$ cat src/verilog/icm_pkg.sv
/*
 Constants for the interrupt-controlled clock output mask block:
 register offsets, field positions, reset values and delay times.
 Assumes a 20 MHz pclk; all delay counts are derived from the period below.
*/
package icm_pkg;

   // Clock
   localparam int unsigned CLK_PERIOD_NS        = 50;

   // Register byte offsets on APB
   localparam logic [7:0]  ADDR_CLOCK_IRQ_MASK  = 8'h14;
   localparam logic [7:0]  ADDR_EVT_STATUS      = 8'h40;
   localparam logic [7:0]  ADDR_EVT_MASK        = 8'h44;
   localparam logic [7:0]  ADDR_STATE           = 8'h48;

   // Reset values
   localparam logic [7:0]  CLOCK_IRQ_MASK_RESET = 8'h00;
   localparam logic [2:0]  EVT_MASK_RESET       = 3'h0;

   // Field positions of clock_irq_mask
   localparam int unsigned BIT_OFF_DELAY_SEL    = 7;
   localparam int unsigned BIT_INT_DELAY_EN     = 6;
   localparam int unsigned BIT_EVENT_SEL        = 5;
   localparam int unsigned BIT_ALARM_SEL        = 4;
   localparam int unsigned BIT_COUNTDOWN_SEL    = 3;
   localparam int unsigned BIT_UPDATE_SEL       = 2;
   localparam int unsigned BIT_TEMP_HIGH_SEL    = 1;
   localparam int unsigned BIT_TEMP_LOW_SEL     = 0;
   localparam int unsigned NUM_SRC              = 6;

   // Event status bits
   localparam int unsigned EVT_OUTPUT_ON        = 0;
   localparam int unsigned EVT_IRQ_RELEASED     = 1;
   localparam int unsigned EVT_OFF_EXPIRED      = 2;
   localparam int unsigned NUM_EVT              = 3;

   // State register bit positions
   localparam int unsigned ST_CLOCK_ON          = 0;
   localparam int unsigned ST_IRQ_HELD          = 1;
   localparam int unsigned ST_OFF_HOLD          = 2;
   localparam int unsigned ST_IRQ_REQ           = 3;

   // Delay times in ns: interrupt delay is 1/256 s to 3/512 s
   localparam int unsigned INT_DELAY_MIN_NS     = 3906250;
   localparam int unsigned INT_DELAY_MAX_NS     = 5859375;
   localparam int unsigned OFF_DELAY_SHORT_NS   = 1000000;
   localparam int unsigned OFF_DELAY_LONG_NS    = 2000000;

   // Least times round up to whole cycles, never below one
   function automatic int unsigned ns_to_cycles_up(input int unsigned ns);
      int unsigned c;
      c = (ns + CLK_PERIOD_NS - 1) / CLK_PERIOD_NS;
      return (c < 1) ? 1 : c;
   endfunction

   localparam int unsigned INT_DELAY_CYCLES     = ns_to_cycles_up(INT_DELAY_MIN_NS);
   localparam int unsigned OFF_SHORT_CYCLES     = ns_to_cycles_up(OFF_DELAY_SHORT_NS);
   localparam int unsigned OFF_LONG_CYCLES      = ns_to_cycles_up(OFF_DELAY_LONG_NS);
   localparam int unsigned CNT_WIDTH            = 24;

endpackage

$ cat src/verilog/icm_delay_counter.sv
/*
 One-shot down counter: start loads a cycle count, busy stays high for
 exactly that many cycles, done pulses for one cycle at the end.
 Assumes start is a single-cycle pulse synchronous to pclk.
*/
`timescale 1ns/1ps
module icm_delay_counter #(
   parameter int unsigned WIDTH = 24
) (
   input  wire logic             pclk,
   input  wire logic             presetn,
   input  wire logic             start,
   input  wire logic [WIDTH-1:0] load_val,
   output logic                  busy,
   output logic                  done
);
   initial begin
      if (WIDTH < 2) begin
         $error("icm_delay_counter: WIDTH too small");
      end
   end

   logic [WIDTH-1:0] cnt_reg;
   logic [WIDTH-1:0] cnt_next;
   logic             done_reg;
   logic             done_next;

   wire              cnt_last = (cnt_reg == {{(WIDTH-1){1'b0}}, 1'b1});
   wire              cnt_zero = (cnt_reg == '0);

   assign cnt_next  = start ? load_val : (cnt_zero ? cnt_reg : cnt_reg - 1'b1);
   assign done_next = cnt_last & ~start;
   assign busy      = ~cnt_zero;
   assign done      = done_reg;

   always_ff @(posedge pclk or negedge presetn) begin
      if (!presetn) begin
         cnt_reg  <= '0;
         done_reg <= 1'b0;
      end else begin
         cnt_reg  <= cnt_next;
         done_reg <= done_next;
      end
   end
endmodule

$ cat src/verilog/icm_irq_status.sv
/*
 Sticky event status with write-one-to-clear, a mask of the same layout
 and one level interrupt. A set in the clearing cycle wins over the clear.
 Assumes set pulses, write strobes and data are synchronous to pclk.
*/
`timescale 1ns/1ps
module icm_irq_status
   import icm_pkg::*;
#(
   parameter int unsigned N = 3
) (
   input  wire logic         pclk,
   input  wire logic         presetn,
   input  wire logic [N-1:0] set_evt,
   input  wire logic         clr_wr,
   input  wire logic         mask_wr,
   input  wire logic [N-1:0] wdata,
   output logic [N-1:0]      status,
   output logic [N-1:0]      mask,
   output logic              irq
);
   initial begin
      if (N != NUM_EVT) begin
         $error("icm_irq_status: N must match NUM_EVT");
      end
   end

   logic [N-1:0] status_reg;
   logic [N-1:0] status_next;
   logic [N-1:0] mask_reg;
   logic [N-1:0] mask_next;

   wire  [N-1:0] clr_bits = clr_wr ? wdata : '0;

   assign status_next = set_evt | (status_reg & ~clr_bits);
   assign mask_next   = mask_wr ? wdata : mask_reg;
   assign status      = status_reg;
   assign mask        = mask_reg;
   assign irq         = |(status_reg & mask_reg);

   always_ff @(posedge pclk or negedge presetn) begin
      if (!presetn) begin
         status_reg <= '0;
         mask_reg   <= EVT_MASK_RESET;
      end else begin
         status_reg <= status_next;
         mask_reg   <= mask_next;
      end
   end
endmodule

$ cat src/verilog/icm_clock_irq_mask.sv
/*
 Interrupt-controlled clock output gate with its source mask register,
 off delay after a bus STOP and interrupt delay after the output turns on.
 Assumes an APB master on pclk, interrupt sources and STOP pulse synchronous
 to pclk, and the off-delay enable and direct gate held in other registers.
*/
// Function
// - Mask register at 14h clears to all zeros at power-on.
// - Writing one to a select bit chooses that source; any combination allowed.
// - Bit 7 picks the off delay after STOP, only when off-delay enable set.
// - Interrupt-delay bit holds selected interrupt back after output turns on, only when direct gate is set.
// - Bits 5, 4, 3 select event, alarm and countdown interrupts.
// - Select bits default to zero; a one routes the source to output control.
// - Bits 2, 1, 0 select update, high and low temperature interrupts.
`timescale 1ns/1ps
module icm_clock_irq_mask
   import icm_pkg::*;
#(
   parameter int unsigned INT_DELAY_CNT = INT_DELAY_CYCLES,
   parameter int unsigned OFF_SHORT_CNT = OFF_SHORT_CYCLES,
   parameter int unsigned OFF_LONG_CNT  = OFF_LONG_CYCLES
) (
   input  wire logic        pclk,
   input  wire logic        presetn,
   input  wire logic        psel,
   input  wire logic        penable,
   input  wire logic        pwrite,
   input  wire logic [7:0]  paddr,
   input  wire logic [31:0] pwdata,
   output logic [31:0]      prdata,
   output logic             pready,
   output logic             pslverr,
   input  wire logic        write_protect,
   input  wire logic        external_event_input,
   input  wire logic        alarm_irq_signal,
   input  wire logic        countdown_irq_signal,
   input  wire logic        update_irq_signal,
   input  wire logic        temp_high_irq_signal,
   input  wire logic        temp_low_irq_signal,
   input  wire logic        bus_stop_detect,
   input  wire logic        off_delay_enable,
   input  wire logic        direct_output_gate,
   output logic             output_clock_pin_en,
   output logic             irq_gated_out,
   output logic             irq
);
   localparam logic [CNT_WIDTH-1:0] INT_LOAD   = CNT_WIDTH'(INT_DELAY_CNT);
   localparam logic [CNT_WIDTH-1:0] SHORT_LOAD = CNT_WIDTH'(OFF_SHORT_CNT);
   localparam logic [CNT_WIDTH-1:0] LONG_LOAD  = CNT_WIDTH'(OFF_LONG_CNT);

   initial begin
      if (INT_DELAY_CNT < 1 || INT_DELAY_CNT >= (1 << CNT_WIDTH) ||
          OFF_SHORT_CNT < 1 || OFF_SHORT_CNT >= (1 << CNT_WIDTH) ||
          OFF_LONG_CNT < 1  || OFF_LONG_CNT >= (1 << CNT_WIDTH)) begin
         $error("icm_clock_irq_mask: delay count out of range");
      end
   end

   // Registers
   logic [7:0]           mask_reg;
   logic [7:0]           mask_next;
   logic                 clk_on_reg;
   logic                 clk_on_next;
   logic                 irq_out_reg;
   logic                 irq_out_next;
   logic [31:0]          prdata_reg;
   logic [31:0]          prdata_next;
   logic                 err_reg;
   logic                 err_next;

   // APB decode
   wire                  setup_ph    = psel & ~penable;
   wire                  access_ph   = psel & penable;
   wire                  hit_mask    = (paddr == ADDR_CLOCK_IRQ_MASK);
   wire                  hit_status  = (paddr == ADDR_EVT_STATUS);
   wire                  hit_emask   = (paddr == ADDR_EVT_MASK);
   wire                  hit_state   = (paddr == ADDR_STATE);
   wire                  hit_any     = hit_mask | hit_status | hit_emask | hit_state;
   wire                  wr_access   = access_ph & pwrite;
   wire                  mask_wr     = wr_access & hit_mask & ~write_protect;
   wire                  status_wr   = wr_access & hit_status;
   wire                  emask_wr    = wr_access & hit_emask;
   wire                  bad_req     = ~hit_any | (pwrite & hit_mask & write_protect);

   // Source routing
   wire  [NUM_SRC-1:0]   irq_src;
   wire  [NUM_SRC-1:0]   sel_hits;
   wire                  irq_req;
   wire                  int_busy;
   wire                  int_done;
   wire                  hold_busy;
   wire                  hold_done;
   wire                  int_start;
   wire                  hold_start;
   wire                  clk_rise;
   wire  [CNT_WIDTH-1:0] hold_load;
   wire  [NUM_EVT-1:0]   evt_set;
   wire  [NUM_EVT-1:0]   evt_status;
   wire  [NUM_EVT-1:0]   evt_mask;
   wire  [3:0]           state_bits;
   wire  [31:0]          rd_mux;

   assign irq_src[BIT_EVENT_SEL]     = external_event_input;
   assign irq_src[BIT_ALARM_SEL]     = alarm_irq_signal;
   assign irq_src[BIT_COUNTDOWN_SEL] = countdown_irq_signal;
   assign irq_src[BIT_UPDATE_SEL]    = update_irq_signal;
   assign irq_src[BIT_TEMP_HIGH_SEL] = temp_high_irq_signal;
   assign irq_src[BIT_TEMP_LOW_SEL]  = temp_low_irq_signal;

   // Each source gated by its own select bit, then ORed
   assign sel_hits    = mask_reg[NUM_SRC-1:0] & irq_src;
   assign irq_req     = |sel_hits;

   // Output on while any selected source or the off hold is active
   assign clk_on_next = irq_req | hold_start | hold_busy;
   assign clk_rise    = clk_on_next & ~clk_on_reg;

   // Interrupt delay starts when the output turns on with bit 6 and direct gate set
   assign int_start   = clk_rise & mask_reg[BIT_INT_DELAY_EN] & direct_output_gate;
   assign irq_out_next = irq_req & ~(int_start | int_busy);

   // Off delay after STOP, length chosen by bit 7
   assign hold_start  = bus_stop_detect & off_delay_enable;
   assign hold_load   = mask_reg[BIT_OFF_DELAY_SEL] ? LONG_LOAD : SHORT_LOAD;

   assign mask_next   = mask_wr ? pwdata[7:0] : mask_reg;

   assign evt_set[EVT_OUTPUT_ON]    = clk_rise;
   assign evt_set[EVT_IRQ_RELEASED] = int_done;
   assign evt_set[EVT_OFF_EXPIRED]  = hold_done;

   assign state_bits[ST_CLOCK_ON] = clk_on_reg;
   assign state_bits[ST_IRQ_HELD] = int_busy;
   assign state_bits[ST_OFF_HOLD] = hold_busy;
   assign state_bits[ST_IRQ_REQ]  = irq_req;

   assign rd_mux = hit_mask   ? {24'h00_0000, mask_reg} :
                   hit_status ? {29'h0000_0000, evt_status} :
                   hit_emask  ? {29'h0000_0000, evt_mask} :
                   hit_state  ? {28'h000_0000, state_bits} :
                   32'h0000_0000;

   assign prdata_next = (setup_ph & ~pwrite) ? rd_mux : prdata_reg;
   assign err_next    = setup_ph ? bad_req : err_reg;

   assign prdata              = prdata_reg;
   assign pready              = 1'b1;
   assign pslverr             = access_ph & err_reg;
   assign output_clock_pin_en = clk_on_reg;
   assign irq_gated_out       = irq_out_reg;

   always_ff @(posedge pclk or negedge presetn) begin
      if (!presetn) begin
         mask_reg    <= CLOCK_IRQ_MASK_RESET;
         clk_on_reg  <= 1'b0;
         irq_out_reg <= 1'b0;
         prdata_reg  <= 32'h0000_0000;
         err_reg     <= 1'b0;
      end else begin
         mask_reg    <= mask_next;
         clk_on_reg  <= clk_on_next;
         irq_out_reg <= irq_out_next;
         prdata_reg  <= prdata_next;
         err_reg     <= err_next;
      end
   end

   icm_delay_counter #(
      .WIDTH    (CNT_WIDTH)
   ) u_int_delay (
      .pclk     (pclk),
      .presetn  (presetn),
      .start    (int_start),
      .load_val (INT_LOAD),
      .busy     (int_busy),
      .done     (int_done)
   );

   icm_delay_counter #(
      .WIDTH    (CNT_WIDTH)
   ) u_off_hold (
      .pclk     (pclk),
      .presetn  (presetn),
      .start    (hold_start),
      .load_val (hold_load),
      .busy     (hold_busy),
      .done     (hold_done)
   );

   icm_irq_status #(
      .N        (NUM_EVT)
   ) u_status (
      .pclk     (pclk),
      .presetn  (presetn),
      .set_evt  (evt_set),
      .clr_wr   (status_wr),
      .mask_wr  (emask_wr),
      .wdata    (pwdata[NUM_EVT-1:0]),
      .status   (evt_status),
      .mask     (evt_mask),
      .irq      (irq)
   );
endmodule

$ cat config.mk
export PLATFORM = sky130hd
export DESIGN_NAME = icm_clock_irq_mask
export DESIGN_NICKNAME = d
export VERILOG_FILES = /design/src/verilog/icm_pkg.sv /design/src/verilog/icm_delay_counter.sv /design/src/verilog/icm_irq_status.sv /design/src/verilog/icm_clock_irq_mask.sv
export SDC_FILE = /design/constraint.sdc
export NUM_CORES = 1
export LEC_CHECK = 0
export BUFFER_PORTS_ARGS = -buffer_cell sky130_fd_sc_hd__buf_2
export CAP_MARGIN = 15
export CELL_PAD_IN_SITES_DETAIL_PLACEMENT = 1
export CELL_PAD_IN_SITES_GLOBAL_PLACEMENT = 1
export CORE_MARGIN = 8
export CORE_UTILIZATION = 38
export DETAILED_ROUTE_END_ITERATION = 10
export GPL_ROUTABILITY_DRIVEN = 0
export GPL_TIMING_DRIVEN = 0
export PLACE_DENSITY_LB_ADDON = 0.25
export SLEW_MARGIN = 10
export SYNTH_ARGS = -nofsm -noshare
export SYNTH_HDL_FRONTEND = slang
export SYNTH_SLANG_ARGS = --single-unit
$ cat constraint.sdc
create_clock -name pclk -period 2.4 [get_ports pclk]
set_input_delay 0.36 -clock pclk [delete_from_list [all_inputs] [get_ports pclk]]
set_output_delay 0.36 -clock pclk [all_outputs]
set_load 0.02 [all_outputs]
==> impl_metrics.py, run 1 <==
metrics = {
    "logic_synthesis": {
        "synth_edf_count": 0,
        "synth-compound-area-share": 0.166,
        "synthSimpleGateAreaFrac": 0.224,
        "synth_mux_area_frac": 0.0325,
        "seq_area_frac_synth": 0.456,
        "syn_area_per_cell_um2": 9.90,
        "async_flop_share": 1.00,
        "synth_xor_area_frac": 0.0319,
        "synth_fa_ha_area_frac": 0.0182,
        "synth_top_family_by_area": "simple AND/OR/NAND/NOR gates",
        "synth_ff_type": "dfrtp_1",
        "synth_cell_types": 59,
        "synth-seq-cells": 75,
        "synth-warning-count": 0,
        "netlist_instances": 416,
        "syn_area_um2": 4120,
    },
    "cells_and_area": {
        "fin_nets": 584,
        "final_area_um2": 5270,
        "layout-drive-gt1-share": 0.330,
        "fin_cells": 668,
        "antennaDiodeCount": 0,
        "area_growth_pct": 28.1,
    },
    "floorplan": {
        "core-area_um2": 10700,
        "die-area_um2": 14400,
        "num_rows": 38,
        "start_util": 0.385,
        "fp.dieH_um": 120,
        "die_w_um": 120,
        "io_pins": 92,
    },
    "timing": {
        "setup_violations": 0,
        "fmaxAchievable_mhz": 418,
        "fin_skew_ps": 7.91,
        "fin_ws_ps": 7.92,
        "fin_setup_tns_ps": 0,
        "min_period_over_period": 0.997,
        "worst_pin_slew_ps": 641,
        "hold_violations": 0,
        "slew_headroom": 0.573,
        "rsz0062_at_grt": "true",
        "final_max_slew_viol_count": 0,
        "fin_crit_ps": 2390,
    },
    "power_and_ir_drop": {
        "p_leak_uw": 0.00216,
        "power_per_cell_area_nw_per_um2": 604,
        "swShare": 0.329,
        "ir_drop_v": 0.000243,
        "internal_power_uw": 2140,
        "clkPwrFrac": 0.277,
        "p_comb_frac": 0.267,
        "p_sw_uw": 1050,
        "seq_power_share": 0.455,
    },
    "cts": {
        "h-tree-depth": 3,
        "tritoncts": "yes",
        "clock_sinks": 75,
        "cts_root_buf": "clkbuf_8",
        "cts_buffers": 9,
        "insertion_delay_ps": 350,
        "cts_buffer_depth": 2,
        "clk_pin_slew_ps": 90,
    },
    "critical_path": {
        "critical_path.top_delay_family": "simple AND/OR/NAND/NOR gates",
        "slowest_delay_ps": 460,
        "path_cells": "inv_2, ha_4, or4b_4, or3_1, buf_6, buf_12, o31ai_4, buf_6, or4_1, nand3_2",
        "required_ps": 2610,
        "cp-start-kind": "register",
        "crit_top_cell": "buf_6",
        "worst-path-max-fanout": 5,
        "crit_type": "reg2reg",
        "worstPathArrival_ps": 2600,
        "endpoint_kind": "register",
        "critPathBufInv": 4,
        "worstReg2RegStart": "u_off_hold.cnt_reg[0]$_DFFE_PN0P_",
        "crit_path_start": "u_off_hold.cnt_reg[0]$_DFFE_PN0P_",
        "slowest_stage": "or4b_4",
    },
    "placed_design": {
        "dp.cells": 622,
        "dpl_cell_area_um2": 4620,
        "dp_hpwl_um": 8290,
        "io_buffers": 42,
        "dp_slack_ps": -455,
    },
    "global_routing": {
        "grt_start_max_net_pins": 54,
        "grt_pass1_vias": 3922,
        "grtUsageTotal": 0.169,
        "grt_pass1_wl_um": 19800,
        "antenna_found_initial": 0,
        "grt-ovfl-total": 0,
    },
    "flow_run": {
        "max_cap_viol_count": 0,
    },
    "route": {
        "avgViaCountPerCell": 5.49,
        "drtIter0Drc": 244,
        "first_pass_iters": 4,
        "finalWirelength_um": 12000,
        "drc": 0,
        "num_vias": 3664,
        "wl_per_cell_um": 18.0,
        "ant_nets": 0,
    },
    "worst_hold_path": {
        "hold_start": "pwdata[4]",
        "hp-class": "in2reg",
    },
    "status": {
        "outcome": "completed",
    },
}
[cells in the final DEF (no fill, tap or decap), drive strengths merged, types with 4 or more instances in the layout]
cell type  synthesis  layout
or3               22      22
o21ai             16      16
nor2              27      27
clkbuf             8      19
nand2             24      24
xnor2             11      11
conb               2      25
or2                7       7
nor3              11      11
inv                8       9
o31ai             23      23
a22o               5       5
mux2              11      11
or4               20      20
a21oi             27      27
ha                 6       6
a22oi              4       4
nor4              12      12
dfrtp             75      75
buf               32     103
xor2               4       4
nand3             14      14
o41ai              5       5
[final cells by class]
class | count | area, µm²
Sequential cell | 75 | 1880
Tap cell | 140 | 175
Inverter | 8 | 30.0
Fill cell | 1241 | 5420
Clock buffer | 10 | 128
Clock inverter | 6 | 41.3
Multi-Input combinational cell | 316 | 2220
Buffer | 39 | 279
Timing Repair Buffer | 74 | 523
[worst paths after layout]
check | endpoint | slack [ps] | cells after the start
worst max register to register | u_off_hold.cnt_reg[11]$_DFFE_PN0P_ | 8 | 10
min in group asynchronous | u_off_hold.cnt_reg[10]$_DFFE_PN0P_ | 440 | 2
worst min-delay path | mask_reg[4]$_DFFE_PN0P_ | 250 | 2
worst max-delay path | u_off_hold.cnt_reg[11]$_DFFE_PN0P_ | 8 | 10
worst min register to register | u_status.status[2]$_DFF_PN0_ | 440 | 1
max in group asynchronous | u_int_delay.cnt_reg[14]$_DFFE_PN0P_ | 1370 | 3
[per-stage QoR]
step	hold WS [ps]	total power, µW	utilization
6_report	248	3190	0.493
5_1_grt	231	3350	0.493
4_1_cts	228	3120	0.475
3_5_place_dp	288	2030	0.432
3_3_place_gp	413	2000	0.429
2_1_floorplan	64.4	1850	-
[Yosys cell counts, types with 11 or more instances]
master    n  area (µm²)
dfrtp_1  75        1880
a21oi_1  27         135
buf_4    27         203
nor2_1   26        97.6
nand2_1  24        90.1
o31ai_1  21         158
or3_1    21         131
or4_1    20         150
nand3_1  14        70.1
mux2_2   11         124
nor4_1   11        68.8
xnor2_1  11        96.3
[metal layers]
| layer | part of all wire | up-vias | GRT usage |
|---|---|---|---|
| met2 | 0.51 | 71 | 0.297 |
| met5 | 0 | - | 0 |
| li1 | - | 1729 | - |
| met4 | 0.0093 | 0 | 0.0531 |
| met1 | 0.44 | 1857 | 0.200 |
| met3 | 0.043 | 7 | 0.0380 |
[power by group through the flow]
stage | combinational, µW | clock (µW) | sequential [µW]
after floorplan | 421 | 0 | 1430
after global placement | 556 | 0 | 1440
after detailed placement | 581 | 0 | 1450
after CTS | 790 | 913 | 1420
after global routing | 927 | 956 | 1470
final | 852 | 884 | 1450
[cell families (layout without fill, tap and decap cells)]
group	Yosys count	after routing
simple gates	159	159
xor+xnor	15	15
compound gates	99	99
flops	75	75
fa+ha+maj	6	6
buf+inv	48	137
other cells	2	25
mux	12	12
[repair_timing]
item | CTS | global route
setup endpoints to repair | 44 | 51
buffers inserted | 17 | 12
gates resized for setup | 23 | 33
cloned | 2 | 0
hold buffers | 1 | 0
pin swaps | 7 | 14
endpoints found under the hold margin | 22 | 0
(Power assumes the default switching activity.)
==> run 2, diff against run 1 <==
--- a/config.mk
+++ b/config.mk
@@ -14,7 +14,7 @@
 export DETAILED_ROUTE_END_ITERATION = 10
 export GPL_ROUTABILITY_DRIVEN = 0
 export GPL_TIMING_DRIVEN = 0
-export PLACE_DENSITY_LB_ADDON = 0.25
+export PLACE_DENSITY_LB_ADDON = 0.1
 export SLEW_MARGIN = 10
 export SYNTH_ARGS = -nofsm -noshare
 export SYNTH_HDL_FRONTEND = slang
==> impl_metrics.py, run 2 (same netlist as run 1, synthesis figures left out) <==
metrics = {
    "cts": {
        "cts_buffers": 9,
        "clk_pin_slew_ps": 80,
        "insertion_delay_ps": 380,
        "h-tree-depth": 3,
        "cts_root_buf": "clkbuf_8",
        "cts_buffer_depth": 2,
        "clock_sinks": 75,
        "tritoncts": "yes",
    },
    "floorplan": {
        "fp.dieH_um": 120,
        "start_util": 0.385,
        "io_pins": 92,
        "num_rows": 38,
        "die-area_um2": 14400,
        "die_w_um": 120,
        "core-area_um2": 10700,
    },
    "route": {
        "wl_per_cell_um": 17.7,
        "drtIter0Drc": 128,
        "ant_nets": 0,
        "finalWirelength_um": 11700,
        "drc": 0,
        "avgViaCountPerCell": 5.35,
        "num_vias": 3552,
        "first_pass_iters": 4,
    },
    "status": {
        "outcome": "completed",
    },
    "timing": {
        "fin_crit_ps": 2380,
        "fin_setup_tns_ps": 0,
        "slew_headroom": 0.571,
        "min_period_over_period": 0.990,
        "fmaxAchievable_mhz": 421,
        "worst_pin_slew_ps": 638,
        "final_max_slew_viol_count": 0,
        "rsz0062_at_grt": "true",
        "setup_violations": 0,
        "hold_violations": 0,
        "fin_skew_ps": 8.44,
        "hold_ws_ps": 219,
    },
    "cells_and_area": {
        "fill_cells": 1254,
        "area_growth_pct": 28.6,
        "fin_nets": 580,
        "antennaDiodeCount": 0,
        "fin_cells": 664,
        "fin_util": 0.495,
        "layout-drive-gt1-share": 0.307,
        "final_cell_mix": "75 x dfrtp_1, 47 x buf_4, 41 x buf_2",
        "final_common_cell": "dfrtp_1",
    },
    "flow_run": {
        "max_cap_viol_count": 0,
    },
    "placed_design": {
        "dp.cells": 622,
        "io_buffers": 42,
        "dp_hpwl_um": 8050,
    },
    "critical_path": {
        "worst-path-max-fanout": 8,
        "crit_type": "reg2reg",
        "worstPathArrival_ps": 2670,
        "regToRegSetupSlack_ps": 20,
        "required_ps": 2690,
        "endpoint_kind": "register",
        "cp-start-kind": "register",
    },
    "power_and_ir_drop": {
        "power_per_cell_area_nw_per_um2": 662,
        "p_leak_uw": 0.00218,
        "ir_drop_v": 0.000348,
        "clkPwrFrac": 0.345,
        "swShare": 0.303,
        "p_comb_frac": 0.239,
        "internal_power_uw": 2440,
        "seq_power_share": 0.416,
        "p_sw_uw": 1060,
    },
    "global_routing": {
        "grt_pass1_wl_um": 19100,
        "grt-ovfl-total": 0,
        "grtUsageTotal": 0.166,
        "grt_start_max_net_pins": 53,
        "antenna_found_initial": 0,
        "grt_pass1_vias": 3768,
    },
    "worst_hold_path": {
        "hp-class": "in2reg",
    },
}
run 2: changes by cell type in the layout (fill, tap and decap cells not counted), moves of 2 or more:
cell and change:
a21oi_1 +3, a21oi_2 -3, buf_6 -3, bufinv_16 +3, buf_4 -2, clkinv_2 -2, o21ai_0 +2, o21ai_1 -2
or4_1 +2, or4_4 -2
run 2: final timing paths:
kind,cells past startpoint,from,endpoint
max,7,u_int_delay.cnt_reg[0]$_DFFE_PN0P_,u_int_delay.cnt_reg[15]$_DFFE_PN0P_
min,2,pwdata[3],mask_reg[3]$_DFFE_PN0P_
max reg2reg,7,u_int_delay.cnt_reg[0]$_DFFE_PN0P_,u_int_delay.cnt_reg[15]$_DFFE_PN0P_
min reg2reg,1,u_off_hold.done$_DFF_PN0_,u_status.status[2]$_DFF_PN0_
max in group asynchronous,3,presetn,u_int_delay.cnt_reg[17]$_DFFE_PN0P_
min in group asynchronous,2,presetn,u_off_hold.cnt_reg[8]$_DFFE_PN0P_
run 2: layout make-up:
type	count	area, µm²	share of cell area
tap	140	175	0.0331
multi-input combinational	316	2190	0.413
clock buffer	10	128	0.0241
timing repair buffer	70	498	0.0940
sequential	75	1880	0.354
clock inverter	6	114	0.0215
buffer	39	285	0.0539
inverter	8	30.0	0.00567
run 2: through the flow:
step	power (µW)	worst slack, ps	instance area (µm²)
5_1_grt	3660	-78.2	5300
4_1_cts	3440	-6.88	5180
2_1_floorplan	1850	37.1	4200
3_5_place_dp	2020	-464	4620
6_report	3510	24.0	5300
3_3_place_gp	2000	-459	4590
run 2: power groups by stage:
stage / Clock, µW / Combinational [µW] / Sequential, µW
2_1_floorplan: 0 / 421 / 1430
3_3_place_gp: 0 / 560 / 1440
3_5_place_dp: 0 / 575 / 1450
4_1_cts: 1240 / 782 / 1420
5_1_grt: 1280 / 910 / 1470
6_report: 1210 / 838 / 1460
run 2: layer usage:
| layer | vias to the layer above | part of all wire | GRT usage |
|---|---|---|---|
| met5 | - | 0 | 0 |
| met4 | 0 | 0.018 | 0.0749 |
| met3 | 17 | 0.038 | 0.0395 |
| met2 | 57 | 0.50 | 0.269 |
| met1 | 1751 | 0.45 | 0.205 |
| li1 | 1727 | - | - |
run 2: worst max-delay path: stages (launching register included):
cell and delay (ps):
dfrtp_1 410, buf_4 140, or4_1 500, clkbuf_1 190, nor2_2 170, nand2_2 140, or4b_1 530, a21oi_1 200
run 2: timing repair:
| item | CTS | global route |
|---|---|---|
| gates cloned | 1 | 0 |
| hold buffers | 1 | 0 |
| gates resized for setup | 26 | 19 |
| buffers inserted | 19 | 6 |
| endpoints found under the setup margin | 43 | 47 |
| pin swaps | 6 | 8 |
| hold endpoints to repair | 23 | 0 |
==> run 3, diff against run 2 <==
--- a/config.mk
+++ b/config.mk
@@ -7,14 +7,12 @@
 export LEC_CHECK = 0
 export BUFFER_PORTS_ARGS = -buffer_cell sky130_fd_sc_hd__buf_2
 export CAP_MARGIN = 15
-export CELL_PAD_IN_SITES_DETAIL_PLACEMENT = 1
-export CELL_PAD_IN_SITES_GLOBAL_PLACEMENT = 1
 export CORE_MARGIN = 8
-export CORE_UTILIZATION = 38
+export CORE_UTILIZATION = 40
 export DETAILED_ROUTE_END_ITERATION = 10
 export GPL_ROUTABILITY_DRIVEN = 0
 export GPL_TIMING_DRIVEN = 0
-export PLACE_DENSITY_LB_ADDON = 0.1
+export PLACE_DENSITY = 0.68
 export SLEW_MARGIN = 10
 export SYNTH_ARGS = -nofsm -noshare
 export SYNTH_HDL_FRONTEND = slang
==> impl_metrics.py, run 3 (same netlist as run 1, synthesis figures left out) <==
metrics = {
    "power_and_ir_drop": {
        "clkPwrFrac": 0.331,
        "internal_power_uw": 2360,
        "ir_drop_v": 0.000308,
        "power_per_cell_area_nw_per_um2": 630,
        "swShare": 0.296,
        "p_leak_uw": 0.00221,
        "p_sw_uw": 992,
        "p_comb_frac": 0.241,
        "seq_power_share": 0.427,
    },
    "timing": {
        "final_max_slew_viol_count": 0,
        "fin_crit_ps": 2360,
        "fmaxAchievable_mhz": 424,
        "min_period_over_period": 0.982,
        "hold_ws_ps": 238,
        "setup_violations": 0,
        "worst_pin_slew_ps": 653,
        "fin_skew_ps": 6.85,
        "slew_headroom": 0.561,
        "hold_violations": 0,
    },
    "cells_and_area": {
        "final_common_cell": "dfrtp_1",
        "fill_cells": 873,
        "multi_input_area_um2": 2190,
        "fin_nets": 586,
        "area_growth_pct": 29.2,
        "final_cell_mix": "75 x dfrtp_1, 54 x buf_4, 42 x buf_2",
        "antennaDiodeCount": 0,
        "final_area_um2": 5320,
        "layout-drive-gt1-share": 0.321,
        "regArea_um2": 1880,
    },
    "critical_path": {
        "path_cells": "inv_2, ha_4, or4b_4, or3_4, o31ai_4, buf_4, buf_16, or3_1, a21oi_1",
        "endpoint_kind": "register",
        "crit_type": "reg2reg",
        "cp-start-kind": "register",
        "slowest_delay_ps": 470,
        "required_ps": 2620,
        "slowest_stage": "or4b_4",
        "worstPathArrival_ps": 2580,
        "worst-path-max-fanout": 6,
    },
    "placed_design": {
        "dp_hpwl_um": 7170,
        "dpl_cell_area_um2": 4610,
        "io_buffers": 42,
    },
    "flow_run": {
        "max_cap_viol_count": 0,
    },
    "cts": {
        "insertion_delay_ps": 350,
        "cts_buffers": 9,
        "tritoncts": "yes",
        "h-tree-depth": 3,
        "cts_buffer_depth": 2,
        "clock_sinks": 75,
        "cts_root_buf": "clkbuf_8",
        "clk_pin_slew_ps": 80,
    },
    "floorplan": {
        "io_pins": 92,
        "num_rows": 37,
        "core-area_um2": 10100,
        "start_util": 0.406,
        "die-area_um2": 13800,
        "die_w_um": 117,
        "fp.dieH_um": 117,
    },
    "route": {
        "ant_nets": 0,
        "avgViaCountPerCell": 5.47,
        "first_pass_iters": 5,
        "finalWirelength_um": 10800,
        "drtIter0Drc": 392,
        "num_vias": 3643,
        "drc": 0,
        "wl_per_cell_um": 16.2,
    },
    "global_routing": {
        "grtUsageTotal": 0.154,
        "grt_pass1_vias": 3561,
        "antenna_found_initial": 0,
        "grt-ovfl-total": 0,
        "grt_start_max_net_pins": 64,
        "grt_pass1_wl_um": 17700,
    },
    "status": {
        "outcome": "completed",
    },
    "worst_hold_path": {
        "hp-class": "in2reg",
    },
}
-- run 3: cell count changes in the layout (fill, tap and decap cells not counted), sizes merged --
cell      before  now
clkinvlp       2    1
buf          100  106
clkbuf        18   20
bufinv         3    2
-- run 3: worst paths after layout --
kind                                                   start                                 end  slack [ps]  depth (start not counted)
setup reg to reg           u_off_hold.cnt_reg[1]$_DFFE_PN0P_  u_off_hold.cnt_reg[16]$_DFFE_PN0P_          40                          9
max in group asynchronous                            presetn        u_status.status[0]$_DFF_PN0_        1460                          3
min in group asynchronous                            presetn  u_off_hold.cnt_reg[18]$_DFFE_PN0P_         400                          2
setup / recovery           u_off_hold.cnt_reg[1]$_DFFE_PN0P_  u_off_hold.cnt_reg[16]$_DFFE_PN0P_          40                          9
hold / removal                                     pwdata[7]             mask_reg[7]$_DFFE_PN0P_         240                          2
hold reg to reg                   u_int_delay.done$_DFF_PN0_        u_status.status[1]$_DFF_PN0_         430                          1
-- run 3: power groups by stage --
stage          Combinational (µW)  Sequential [µW]  Clock, µW
2_1_floorplan                 421             1430          0
3_3_place_gp                  553             1440          0
3_5_place_dp                  572             1440          0
4_1_cts                       739             1420       1130
5_1_grt                       875             1440       1190
6_report                      809             1430       1110
-- run 3: metal layers --
layer  GRT usage  vias to the layer above  share of wire
li1            -                     1732              -
met5           0                        -              0
met1       0.193                     1737           0.43
met2       0.240                      158           0.47
met4      0.0729                        0          0.018
met3      0.0451                       16          0.079
-- run 3: per-stage QoR --
| stage | std cells | setup TNS [ps] | utilization | worst slack [ps] | total power, µW |
|---|---|---|---|---|---|
| CTS | 654 | 0 | 0.505 | 4.19 | 3290 |
| finish | 666 | 0 | 0.525 | 42.1 | 3350 |
| detailed placement | 618 | -11290 | 0.455 | -375 | 2010 |
| global route | 666 | -15.2 | 0.525 | -15.2 | 3500 |
| floorplan | 439 | 0 | - | 37.1 | 1850 |
| global placement | 617 | -10050 | 0.452 | -349 | 1990 |
-- run 3: critical path, delay by kind of cell (launching register included) --
family,cells,cell delay (ps)
buffers and inverters,3,370
and+or+nand+nor,3,1020
DFF,1,400
AOI/OAI and AO/OA,2,310
adders and majority gates,1,130
-- run 3: repair_timing --
item | 4_1_cts | 5_1_grt
setup buffers | 17 | 12
hold buffers | 1 | 0
hold endpoints to repair | 12 | 0
endpoints found under the setup margin | 42 | 48
gates resized for setup | 22 | 28
pin swaps | 5 | 10
cloned | 2 | 1
-- run 3: cell type report --
type                    count  share of cell area
plain buffers              39              0.0525
inverters                   8             0.00565
multi-input cells         316               0.411
flip-flops and latches     75               0.353
repair buffers             76               0.103
well taps                 136              0.0320
clock inverters             4              0.0136
clock buffers              12              0.0292
